===== config.mk =====
export PLATFORM = sky130hd
export DESIGN_NAME = pbt_timers
export DESIGN_NICKNAME = d
export VERILOG_FILES = /design/src/rtl/pbt_pkg.sv /design/src/rtl/pbt_timers.sv
export SDC_FILE = /design/constraint.sdc
export NUM_CORES = 1
export LEC_CHECK = 0
export ABC_AREA = 1
export ABC_CLOCK_PERIOD_IN_PS = 3190
export BUFFER_PORTS_ARGS = -buffer_cell sky130_fd_sc_hd__buf_4
export CAP_MARGIN = 30
export CORE_ASPECT_RATIO = 1.1
export CORE_MARGIN = 1.5
export CORE_UTILIZATION = 50
export DETAILED_ROUTE_END_ITERATION = 8
export PLACE_DENSITY = 0.76
export SYNTH_ARGS = -nofsm -noshare
export SYNTH_HDL_FRONTEND = slang
export SYNTH_SLANG_ARGS = --single-unit
export TNS_END_PERCENT = 10

===== constraint.sdc =====
create_clock -name core_clk -period 3.19 [get_ports core_clk]
set_input_delay 0.319 -clock core_clk [delete_from_list [all_inputs] [get_ports core_clk]]
set_output_delay 0.319 -clock core_clk [all_outputs]
set_load 0.02 [all_outputs]

===== src/rtl/pbt_pkg.sv =====
package pbt_pkg;

  // ----------------------------------------------------------------
  // Register indices (byte address is four times the index)
  // ----------------------------------------------------------------
  localparam logic [9:0] PAIR_A_LOW_COUNT_IDX    = 10'h106;
  localparam logic [9:0] PAIR_A_HIGH_HOLD_IDX    = 10'h108;
  localparam logic [9:0] PAIR_A_HIGH_COUNT_IDX   = 10'h10a;
  localparam logic [9:0] PAIR_A_LOW_PERIOD_IDX   = 10'h10c;
  localparam logic [9:0] PAIR_A_HIGH_PERIOD_IDX  = 10'h10e;
  localparam logic [9:0] PAIR_A_LOW_CONTROL_IDX  = 10'h110;
  localparam logic [9:0] PAIR_A_HIGH_CONTROL_IDX = 10'h112;
  localparam logic [9:0] PAIR_B_LOW_COUNT_IDX    = 10'h114;
  localparam logic [9:0] PAIR_B_HIGH_HOLD_IDX    = 10'h116;
  localparam logic [9:0] PAIR_B_HIGH_COUNT_IDX   = 10'h118;
  localparam logic [9:0] PAIR_B_LOW_PERIOD_IDX   = 10'h11a;
  localparam logic [9:0] PAIR_B_HIGH_PERIOD_IDX  = 10'h11c;
  localparam logic [9:0] PAIR_B_LOW_CONTROL_IDX  = 10'h11e;
  localparam logic [9:0] PAIR_B_HIGH_CONTROL_IDX = 10'h120;
  localparam logic [9:0] IRQ_STATUS_IDX          = 10'h122;
  localparam logic [9:0] IRQ_ENABLE_IDX          = 10'h124;

  // Per-pair views of the same indices, pair A in element 0
  localparam logic [1:0][9:0] LOW_COUNT_IDX   = {PAIR_B_LOW_COUNT_IDX, PAIR_A_LOW_COUNT_IDX};
  localparam logic [1:0][9:0] HIGH_HOLD_IDX   = {PAIR_B_HIGH_HOLD_IDX, PAIR_A_HIGH_HOLD_IDX};
  localparam logic [1:0][9:0] HIGH_COUNT_IDX  = {PAIR_B_HIGH_COUNT_IDX, PAIR_A_HIGH_COUNT_IDX};
  localparam logic [1:0][9:0] LOW_PERIOD_IDX  = {PAIR_B_LOW_PERIOD_IDX, PAIR_A_LOW_PERIOD_IDX};
  localparam logic [1:0][9:0] HIGH_PERIOD_IDX = {PAIR_B_HIGH_PERIOD_IDX, PAIR_A_HIGH_PERIOD_IDX};
  localparam logic [1:0][9:0] LOW_CONTROL_IDX = {PAIR_B_LOW_CONTROL_IDX, PAIR_A_LOW_CONTROL_IDX};
  localparam logic [1:0][9:0] HIGH_CONTROL_IDX =
    {PAIR_B_HIGH_CONTROL_IDX, PAIR_A_HIGH_CONTROL_IDX};

  // ----------------------------------------------------------------
  // Field positions
  // ----------------------------------------------------------------
  localparam int RUN_ENABLE_BIT    = 15;
  localparam int STOP_IN_IDLE_BIT  = 13;
  localparam int GATED_ACC_BIT     = 6;
  localparam int PRESCALE_MSB      = 5;
  localparam int PRESCALE_LSB      = 4;
  localparam int JOIN_MODE_BIT     = 3;
  localparam int CLOCK_SOURCE_BIT  = 1;
  localparam int PAIR_A_IRQ_BIT    = 7;
  localparam int PAIR_B_IRQ_BIT    = 8;

  // Writable bits of the control registers
  localparam logic [15:0] LOW_CONTROL_MASK  = 16'ha07a;
  localparam logic [15:0] HIGH_CONTROL_MASK = 16'ha070;

  // ----------------------------------------------------------------
  // Reset values and timing
  // ----------------------------------------------------------------
  localparam logic [15:0] PERIOD_RESET  = 16'hffff;
  localparam logic [15:0] CONTROL_RESET = 16'h0000;
  localparam logic [15:0] COUNT_RESET   = 16'h0000;
  localparam logic [1:0]  INSTR_DIV_LAST = 2'h3;   // Oscillator divided by four
  localparam logic [7:0]  PRESC_LAST_DIV1   = 8'h00;
  localparam logic [7:0]  PRESC_LAST_DIV8   = 8'h07;
  localparam logic [7:0]  PRESC_LAST_DIV64  = 8'h3f;
  localparam logic [7:0]  PRESC_LAST_DIV256 = 8'hff;

  // ----------------------------------------------------------------
  // Carriers
  // ----------------------------------------------------------------
  typedef struct packed {
    logic        psel;
    logic        penable;
    logic        pwrite;
    logic [11:0] paddr;
    logic [31:0] pwdata;
  } pbt_apb_req_s;

  typedef struct packed {
    logic        pready;
    logic        pslverr;
    logic [31:0] prdata;
  } pbt_apb_rsp_s;

  typedef struct packed {
    logic [1:0] gate_clock_input;  // One pin per pair
    logic       sleep;
    logic       idle;
  } pbt_pins_s;

  typedef struct packed {
    logic [3:0][15:0] count;
    logic [1:0][15:0] hold;
    logic [3:0][15:0] period;
    logic [3:0][15:0] ctrl;
    logic [3:0][7:0]  presc;
    logic [1:0]       div;
    logic [1:0]       pin_prev;
    logic [1:0]       flag;
    logic [1:0]       irq_en;
    logic [15:0]      snap;
    logic [31:0]      rdata;
    logic             ack;
    logic             err;
    logic             adc_trig;
  } pbt_state_s;

  localparam pbt_state_s STATE_RESET = '{
    count:    {4{COUNT_RESET}},
    hold:     {2{COUNT_RESET}},
    period:   {4{PERIOD_RESET}},
    ctrl:     {4{CONTROL_RESET}},
    presc:    '0,
    div:      '0,
    pin_prev: '0,
    flag:     '0,
    irq_en:   '0,
    snap:     '0,
    rdata:    '0,
    ack:      1'b0,
    err:      1'b0,
    adc_trig: 1'b0
  };

endpackage : pbt_pkg


===== src/rtl/pbt_timers.sv =====
// Contract
// - Pair A full 32-bit period match pulses the converter trigger.
// - Prescale field bits 5:4 picks divide by 1, 8, 64 or 256.
// - Joined pair uses low timer clock and prescaler; high prescale ignored.
// - Count register writes while the timer runs, and device reset, clear the prescaler.
// - Run enable is bit 15; clearing either clears the prescaler.
// - Disabled low timer prescaler is halted and not reset.
// - Control writes never change any count.
// - No counting while the processor sleeps.
// - Joined pair raises events on period match and gate falling edge.
// - Pair A events set status bit 7; only software clears it.
// - Pair A request reaches processor only when enable bit 7 set.
// - Pair B never produces a converter trigger.
// - Pair B counts are not offered as a time base.
// - Pair B low timer holds low half, upper timer high half.
// - Joined pair B ignores upper control; low control sets up.
// - Joined pair B interrupts use the upper timer flag and enable.
// - Low control bit 3 joins the pair; upper control lacks it.
// - Each pair has a high-word holding register for joined use.
// - Clock source bit picks instruction clock or external clock.
// - Joined count increments to period, then wraps to zero.
// - Low count read copies high count into the holding register.
// - Low count write loads held value into the high count.
// - Gated mode counts while gate high, stops on fall, keeps count.
`timescale 1ns/10ps

module pbt_timers (
  input  logic                  core_clk,
  input  logic                  rst_n,
  input  pbt_pkg::pbt_apb_req_s apb_req,
  output pbt_pkg::pbt_apb_rsp_s apb_rsp,
  input  pbt_pkg::pbt_pins_s    pins,
  output logic                  adc_trigger,
  output logic [31:0]           pair_a_timebase,
  output logic [1:0]            irq_request
);

  // ----------------------------------------------------------------
  // Helper functions
  // ----------------------------------------------------------------

  // Last prescaler count before a step is passed on
  function automatic logic [7:0] presc_last(input logic [1:0] sel);
    logic [7:0] v;
    // Default keeps the function total
    v = pbt_pkg::PRESC_LAST_DIV1;
    unique case (sel)
      2'b00: v = pbt_pkg::PRESC_LAST_DIV1;
      2'b01: v = pbt_pkg::PRESC_LAST_DIV8;
      2'b10: v = pbt_pkg::PRESC_LAST_DIV64;
      2'b11: v = pbt_pkg::PRESC_LAST_DIV256;
    endcase
    return v;
  endfunction : presc_last

  // Read decode: bit 32 flags a mapped register
  function automatic logic [32:0] read_reg(input pbt_pkg::pbt_state_s s,
                                           input logic [9:0]         idx);
    logic [32:0] v;
    v = '0;
    // Timer words, pair A then pair B
    for (int p = 0; p < 2; p++) begin
      if (idx == pbt_pkg::LOW_COUNT_IDX[p]) begin
        v = {1'b1, 16'h0000, s.count[2*p]};
      end
      if (idx == pbt_pkg::HIGH_HOLD_IDX[p]) begin
        v = {1'b1, 16'h0000, s.hold[p]};
      end
      if (idx == pbt_pkg::HIGH_COUNT_IDX[p]) begin
        v = {1'b1, 16'h0000, s.count[2*p+1]};
      end
      if (idx == pbt_pkg::LOW_PERIOD_IDX[p]) begin
        v = {1'b1, 16'h0000, s.period[2*p]};
      end
      if (idx == pbt_pkg::HIGH_PERIOD_IDX[p]) begin
        v = {1'b1, 16'h0000, s.period[2*p+1]};
      end
      if (idx == pbt_pkg::LOW_CONTROL_IDX[p]) begin
        v = {1'b1, 16'h0000, s.ctrl[2*p]};
      end
      if (idx == pbt_pkg::HIGH_CONTROL_IDX[p]) begin
        v = {1'b1, 16'h0000, s.ctrl[2*p+1]};
      end
    end
    // Flag and enable words share one bit layout
    if (idx == pbt_pkg::IRQ_STATUS_IDX) begin
      v = '0;
      v[32] = 1'b1;
      v[pbt_pkg::PAIR_A_IRQ_BIT] = s.flag[0];
      v[pbt_pkg::PAIR_B_IRQ_BIT] = s.flag[1];
    end
    if (idx == pbt_pkg::IRQ_ENABLE_IDX) begin
      v = '0;
      v[32] = 1'b1;
      v[pbt_pkg::PAIR_A_IRQ_BIT] = s.irq_en[0];
      v[pbt_pkg::PAIR_B_IRQ_BIT] = s.irq_en[1];
    end
    return v;
  endfunction : read_reg

  // ----------------------------------------------------------------
  // State
  // ----------------------------------------------------------------
  // Whole state in one struct, filled by one comb block
  pbt_pkg::pbt_state_s r_reg;
  pbt_pkg::pbt_state_s r_next;

  // Bus phase decode
  logic        setup_phase;
  logic        commit;
  logic        wr;
  logic        aligned;
  logic [9:0]  idx;
  logic [32:0] rd;
  logic        tcy;

  // Access commits only once ready has been shown
  assign setup_phase = apb_req.psel & ~apb_req.penable;
  assign commit      = apb_req.psel & apb_req.penable & r_reg.ack;
  assign wr          = commit & apb_req.pwrite;
  assign aligned     = (apb_req.paddr[1:0] == 2'b00);
  assign idx         = apb_req.paddr[11:2];
  assign rd          = read_reg(r_reg, idx);

  // instruction clock
  // Oscillator divided by four; the divider stops in sleep with the clocks
  assign tcy = ~pins.sleep & (r_reg.div == pbt_pkg::INSTR_DIV_LAST);

  // ----------------------------------------------------------------
  // Next-state logic
  // ----------------------------------------------------------------
  always_comb begin
    logic [15:0] c;
    logic [15:0] lc;
    logic        join_mode;
    logic        run;
    logic        src;
    logic [1:0]  step;
    logic [1:0]  raw;
    logic        ev;
    logic        presc_clr;
    logic        clr;
    int          t;
    // Defaults first, so no latch can form
    c         = '0;
    lc        = '0;
    join_mode = 1'b0;
    run       = 1'b0;
    src       = 1'b0;
    step      = '0;
    raw       = '0;
    ev        = 1'b0;
    presc_clr = 1'b0;
    clr       = 1'b0;
    t         = 0;
    // Hold all state; pulses and ack fall by default
    r_next          = r_reg;
    r_next.ack      = 1'b0;
    r_next.adc_trig = 1'b0;
    r_next.pin_prev = pins.gate_clock_input;

    if (!pins.sleep) begin
      r_next.div = r_reg.div + 2'd1;
    end

    // Setup cycle samples read data one cycle ahead of pready
    if (setup_phase) begin
      r_next.ack   = 1'b1;
      // Misaligned reads return zero
      r_next.rdata = aligned ? rd[31:0] : 32'h0000_0000;
      r_next.err   = ~(rd[32] & aligned);
      for (int p = 0; p < 2; p++) begin
        if (idx == pbt_pkg::LOW_COUNT_IDX[p]) begin
          r_next.snap = r_reg.count[2*p+1];
        end
      end
    end

    // One body serves both pairs; p picks the pair
    for (int p = 0; p < 2; p++) begin
      ev        = 1'b0;
      presc_clr = 1'b0;
      step      = '0;
      raw       = '0;
      lc        = r_reg.ctrl[2*p];
      join_mode = lc[pbt_pkg::JOIN_MODE_BIT];

      // Tick and prescaler for each half of the pair
      for (int k = 0; k < 2; k++) begin
        t = 2*p + k;
        c = join_mode ? lc : r_reg.ctrl[t];
        run = c[pbt_pkg::RUN_ENABLE_BIT] & ~pins.sleep &
              ~(pins.idle & c[pbt_pkg::STOP_IN_IDLE_BIT]);
        if (k == 0 && c[pbt_pkg::CLOCK_SOURCE_BIT]) begin
          src = pins.gate_clock_input[p] & ~r_reg.pin_prev[p];
        end else begin
          src = tcy & (~c[pbt_pkg::GATED_ACC_BIT] | pins.gate_clock_input[p]);
        end
        raw[k] = run & src & ~(join_mode && k == 1);
        if (raw[k]) begin
          if (r_reg.presc[t] == presc_last(c[pbt_pkg::PRESCALE_MSB:pbt_pkg::PRESCALE_LSB])) begin
            r_next.presc[t] = 8'h00;
            step[k]         = 1'b1;
          end else begin
            r_next.presc[t] = r_reg.presc[t] + 8'd1;
          end
        end
      end

      if (join_mode) begin
        if (step[0]) begin
          if ({r_reg.count[2*p+1], r_reg.count[2*p]} ==
              {r_reg.period[2*p+1], r_reg.period[2*p]}) begin
            r_next.count[2*p]   = 16'h0000;
            r_next.count[2*p+1] = 16'h0000;
            ev = 1'b1;
            if (p == 0) begin
              r_next.adc_trig = 1'b1;
            end
          end else begin
            // One add carries the low word into the high
            {r_next.count[2*p+1], r_next.count[2*p]} =
              {r_reg.count[2*p+1], r_reg.count[2*p]} + 32'd1;
          end
        end
      end else begin
        // Independent halves; only the high half owns an interrupt flag
        for (int k = 0; k < 2; k++) begin
          t = 2*p + k;
          if (step[k]) begin
            if (r_reg.count[t] == r_reg.period[t]) begin
              r_next.count[t] = 16'h0000;
              // Low half match raises no event when split
              ev = ev | (k == 1);
            end else begin
              r_next.count[t] = r_reg.count[t] + 16'd1;
            end
          end
        end
      end

      // Seen even asleep, as the pin is sampled each cycle
      // gate falling edge
      c = join_mode ? lc : r_reg.ctrl[2*p+1];
      if (c[pbt_pkg::GATED_ACC_BIT] && c[pbt_pkg::RUN_ENABLE_BIT] &&
          !(join_mode && lc[pbt_pkg::CLOCK_SOURCE_BIT]) &&
          r_reg.pin_prev[p] && !pins.gate_clock_input[p]) begin
        ev = 1'b1;
      end

      // Register writes take effect at the completing access edge
      if (wr && aligned) begin
        if (idx == pbt_pkg::LOW_CONTROL_IDX[p]) begin
          r_next.ctrl[2*p] = apb_req.pwdata[15:0] & pbt_pkg::LOW_CONTROL_MASK;
          if (lc[pbt_pkg::RUN_ENABLE_BIT] && !apb_req.pwdata[pbt_pkg::RUN_ENABLE_BIT]) begin
            presc_clr = 1'b1;
          end
        end
        if (idx == pbt_pkg::HIGH_CONTROL_IDX[p]) begin
          r_next.ctrl[2*p+1] = apb_req.pwdata[15:0] & pbt_pkg::HIGH_CONTROL_MASK;
          if (r_reg.ctrl[2*p+1][pbt_pkg::RUN_ENABLE_BIT] &&
              !apb_req.pwdata[pbt_pkg::RUN_ENABLE_BIT]) begin
            presc_clr = 1'b1;
          end
        end
        if (idx == pbt_pkg::LOW_COUNT_IDX[p]) begin
          r_next.count[2*p] = apb_req.pwdata[15:0];
          if (join_mode) begin
            r_next.count[2*p+1] = r_reg.hold[p];
          end
          presc_clr = presc_clr | lc[pbt_pkg::RUN_ENABLE_BIT];
        end
        if (idx == pbt_pkg::HIGH_COUNT_IDX[p]) begin
          r_next.count[2*p+1] = apb_req.pwdata[15:0];
          // Either run bit, as a split high half runs alone
          presc_clr = presc_clr | lc[pbt_pkg::RUN_ENABLE_BIT] |
                      r_reg.ctrl[2*p+1][pbt_pkg::RUN_ENABLE_BIT];
        end
        if (idx == pbt_pkg::HIGH_HOLD_IDX[p]) begin
          r_next.hold[p] = apb_req.pwdata[15:0];
        end
        // New periods apply from the next step
        if (idx == pbt_pkg::LOW_PERIOD_IDX[p]) begin
          r_next.period[2*p] = apb_req.pwdata[15:0];
        end
        if (idx == pbt_pkg::HIGH_PERIOD_IDX[p]) begin
          r_next.period[2*p+1] = apb_req.pwdata[15:0];
        end
      end

      // coherent read latch
      // Snapshot was taken at setup, so both halves come from one instant
      if (commit && !apb_req.pwrite && aligned && join_mode &&
          idx == pbt_pkg::LOW_COUNT_IDX[p]) begin
        r_next.hold[p] = r_reg.snap;
      end

      // Clear both halves; joined mode uses only the low one
      if (presc_clr) begin
        r_next.presc[2*p]   = 8'h00;
        r_next.presc[2*p+1] = 8'h00;
      end

      // upper timer flag
      // Event in the clearing cycle wins over the clear
      clr = wr && aligned && idx == pbt_pkg::IRQ_STATUS_IDX &&
            !apb_req.pwdata[(p == 0) ? pbt_pkg::PAIR_A_IRQ_BIT : pbt_pkg::PAIR_B_IRQ_BIT];
      r_next.flag[p] = ev | (r_reg.flag[p] & ~clr);

      // Enable bits simply follow the written word
      if (wr && aligned && idx == pbt_pkg::IRQ_ENABLE_IDX) begin
        r_next.irq_en[p] =
          apb_req.pwdata[(p == 0) ? pbt_pkg::PAIR_A_IRQ_BIT : pbt_pkg::PAIR_B_IRQ_BIT];
      end
    end
  end

  // ----------------------------------------------------------------
  // State register
  // ----------------------------------------------------------------

  always_ff @(posedge core_clk) begin
    // One struct, so reset is one assignment
    if (!rst_n) begin
      r_reg <= pbt_pkg::STATE_RESET;
    end else begin
      r_reg <= r_next;
    end
  end

  // ----------------------------------------------------------------
  // Outputs
  // ----------------------------------------------------------------

  // Bus answer, one wait-free access cycle after setup
  assign apb_rsp.pready  = r_reg.ack;
  assign apb_rsp.pslverr = r_reg.ack & r_reg.err;
  assign apb_rsp.prdata  = r_reg.rdata;

  // Registered, one cycle wide
  assign adc_trigger = r_reg.adc_trig;

  assign pair_a_timebase = {r_reg.count[1], r_reg.count[0]};

  assign irq_request = r_reg.flag & r_reg.irq_en;

endmodule : pbt_timers


==> flow_summary.toml <==
[cts]
tritoncts = "yes"
clock_insertion_delay_worst_skew_ns = 0.61
cts_max_level = 1
cts-root-buf = "sky130_fd_sc_hd__clkbuf_16"
cts_inserted_buffers = 30
clk_pin_slew_ns = 0.06
buffers_inserted_by_post_cts_timing_repair = 0
cts.sinks = 259
ctsLongestPathBuffers = 3

[power_and_ir_drop]
power_density_mw_per_mm2 = 363
max-vdd-ir-drop_v = 0.000426
power.total_mw = 7.37
p_leak_nw = 9.22

[placed_design]
io_buffers = 89
dp_hpwl_um = 54500
cell_count_after_placement = 3466
globalplace.congestion = 1.04

[detailed_routing]
drc_errors_left = 0
wirelength_um = 74200
dr.pass1.iters = 8
dr_total_vias = 20510
avgViaCountPerCell = 5.82
antenna_violating_nets_post_route = 0
wire_per_inst_um = 21.0
drtIter0Drc = 2337

[layout]
design.final.nets = 3076
final_instance_count_without_filler_cells = 3526
largest_register_ffs = 209
drive_above_1_share = 0.0968
area_delta_synth_final_pct = 10.7

[sta]
final-max-slew-violation-count = 0
setup_tns_ns = 0
hold_violations = 0
setup_viol = 0
rel_slew_slack = 0.434
worst_slew_pin_slew_ns = 0.848
clk_skew_ns = 0.0366
finalCriticalPeriod_ns = 2.85
hold-worst-slack_ns = 0.0976
grt_setup_unrepaired = "no"
fmax_ghz = 0.351
layout_worst_path_cycle_share = 0.894

[synth]
synth_top_cells_by_area = "sky130_fd_sc_hd__dfxtp_1, sky130_fd_sc_hd__nand2_1, sky130_fd_sc_hd__inv_1"
synthDistinctLibCells = 54
synth_area_sq_mm = 0.0184
synthDominantAreaCellType = "sky130_fd_sc_hd__dfxtp_1"
synth.area.mux_share = 0
synth_compound_gate_area_share = 0.191
synth-seq-cells = 259
synth-seq-area-share = 0.283
synth_adder_area_share = 0.00614
yosys_warnings = 0
synth_xor_area_frac = 0.0520
synth_top_cell_area_share = 0.283
netlist_instances = 3010
synth_top_family_by_area = "simple AND/OR/NAND/NOR gates"
synth-simple-area-share = 0.337
post_synth.cell_area_avg_sq_um = 6.10

[critical_path]
end_kind = "flip-flop"
cp.required_ns = 3.69
regToRegStartpoint = "r_reg[57]$_SDFFE_PN0N_"
crit_chain = "dlygate4sd3_1 -> buf_4 -> inv_2 -> nand2_1 -> inv_2 -> nand2_1 -> a21oi_1 -> nand2_1 -> inv_1 -> nand3_1 -> inv_2 -> nand3_1 -> nand2_1 -> nand2_1 -> nand2_1 -> nand2_1 -> a21oi_1"
cpMaxStageDelayCell = "sky130_fd_sc_hd__dlygate4sd3_1"
most_common_cell_on_crit_path = "sky130_fd_sc_hd__nand2_1"
critPathMaxFanout = 16
cell_family_contributing_the_most_delay_on_the_critical_path = "buffers and inverters"
cpPeakStageDelay_ns = 0.54
criticalPathCategory = "input port to flip-flop"
critPathLaunch = "pins[1]"
path_buf_inv = 6
critical_path_arrival_ns = 3.36
timing.critical_path.from_type = "input port"

[global_route]
first_global_vias = 19182
grt_first_pass_wirelength_um = 113000
globalRoute.totalOverflow = 0
grt_antenna_before_repair = 1
maximum_number_of_pins_on_one_net_before_global_route_repair = 140
global_route.usage.total = 0.392

[job]
maxCapViolCount = 0

[die]
dieHeight_um = 204
start_util = 0.507
top_level_pins = 122
die_w_um = 186
die_area_sq_mm = 0.0379
row_count = 73
fp.coreArea_sq_mm = 0.0362

[min_path]
min-delay-start = "apb_req[0]"
kind_of_path_behind_the_tightest_hold_check = "input port to flip-flop"

[outcome]
outcome = "finished, final reports clean"
[worst paths after layout]
kind	cells past startpoint	slack, ns	endpoint
max	17	0.34	r_reg[313]$_SDFF_PN0_
min	3	0.1	r_reg[187]$_SDFFE_PN1P_
max reg2reg	15	0.38	r_reg[313]$_SDFF_PN0_
min reg2reg	1	0.47	r_reg[57]$_SDFFE_PN0N_
[metrics by stage]
step	worst slack, ns	area [sq um]	util
2_1_floorplan	1.20	18400	-
6_report	0.339	20300	0.562
4_1_cts	0.428	20300	0.562
5_1_grt	0.0814	20300	0.562
3_5_place_dp	0.373	19200	0.531
3_3_place_gp	0.389	19200	0.531
[layer usage]
| layer | vias to the layer above | GRT usage | wire, um |
|---|---|---|---|
| li1 | 9727 | - | - |
| met5 | - | 0 | 0 |
| met1 | 9331 | 0.488 | 28300 |
| met4 | 0 | 0.322 | 6910 |
| met2 | 1176 | 0.601 | 31900 |
| met3 | 276 | 0.0536 | 7030 |
[cell families after synthesis]
kind of cell / count (synthesis)
adder cells (fa/ha/maj): 9
AND/OR/NAND/NOR: 1463
buffers and inverters: 544
other: 1
AO/OA/AOI/OAI: 625
XOR/XNOR: 109
flip-flops: 259
[final cells by class]
cell class                      instances  area [sq um]
Antenna cell                            1          2.50
Tap cell                              487           609
Fill cell                            3633         15800
Sequential cell                       259          5180
Multi-Input combinational cell       2222         10800
Inverter                              321          1210
Clock inverter                         18           258
Timing Repair Buffer                  180          1400
Clock buffer                           38           831
[cell usage after synthesis, drive strengths merged]
cell,n
a22oi,5
o211ai,75
xnor2,16
clkinv,5
buf,139
o2111ai,2
nor3b,5
nand3,154
conb,1
o21bai,2
nand2,948
nor3,52
nor4,4
inv,316
nand4,45
ha,9
nor2,229
or2,4
a21oi,224
o311ai,1
o21ai,234
clkbuf,84
o221ai,1
dfxtp,259
o31ai,7
a32oi,2
nand3b,22
o22ai,35
o221a,2
a211oi,9
a31oi,19
a221oi,4
xor2,93
o21a,3
[power by group]
part,internal [mW],switching (mW)
Clock,2.26,1.57
Combinational,0.0636,0.229
Sequential,3.24,0.00308
[worst reg2reg max path: stages, from the launching register on]
cell and delay (ns):
sky130_fd_sc_hd__dfxtp_1 0.35, sky130_fd_sc_hd__ha_1 0.15, sky130_fd_sc_hd__nand2_1 0.13, sky130_fd_sc_hd__inv_2 0.14, sky130_fd_sc_hd__nand2_1 0.06, sky130_fd_sc_hd__a21oi_1 0.13
sky130_fd_sc_hd__nand2_1 0.14, sky130_fd_sc_hd__inv_1 0.16, sky130_fd_sc_hd__nand3_1 0.42, sky130_fd_sc_hd__inv_2 0.47, sky130_fd_sc_hd__nand3_1 0.14, sky130_fd_sc_hd__nand2_1 0.11
sky130_fd_sc_hd__nand2_1 0.06, sky130_fd_sc_hd__nand2_1 0.08, sky130_fd_sc_hd__nand2_1 0.05, sky130_fd_sc_hd__a21oi_1 0.13
[cell usage in the layout (no fill, tap or decap), types with 9 or more instances in the layout]
master and instances:
sky130_fd_sc_hd__nor2_2 11, sky130_fd_sc_hd__a31oi_1 19, sky130_fd_sc_hd__nand3b_1 15, sky130_fd_sc_hd__nand4_1 44, sky130_fd_sc_hd__clkbuf_16 30, sky130_fd_sc_hd__o21ai_0 219, sky130_fd_sc_hd__inv_2 16, sky130_fd_sc_hd__xor2_1 93
sky130_fd_sc_hd__nor2_1 216, sky130_fd_sc_hd__nand2_1 942, sky130_fd_sc_hd__dfxtp_1 259, sky130_fd_sc_hd__inv_1 300, sky130_fd_sc_hd__buf_4 174, sky130_fd_sc_hd__a211oi_1 9, sky130_fd_sc_hd__a21oi_1 223, sky130_fd_sc_hd__xnor2_1 16
sky130_fd_sc_hd__nor3_1 45, sky130_fd_sc_hd__o211ai_1 74, sky130_fd_sc_hd__conb_1 16, sky130_fd_sc_hd__o22ai_1 35, sky130_fd_sc_hd__o21ai_1 14, sky130_fd_sc_hd__ha_1 9, sky130_fd_sc_hd__nand3_1 151
[timing repair]
| action | CTS | global route |
|---|---|---|
| hold buffers | 3 | 0 |
| hold endpoints to repair | 3 | 0 |
| gates resized for setup | 0 | 0 |
Note: power is estimated with default switching activity, not from simulation.
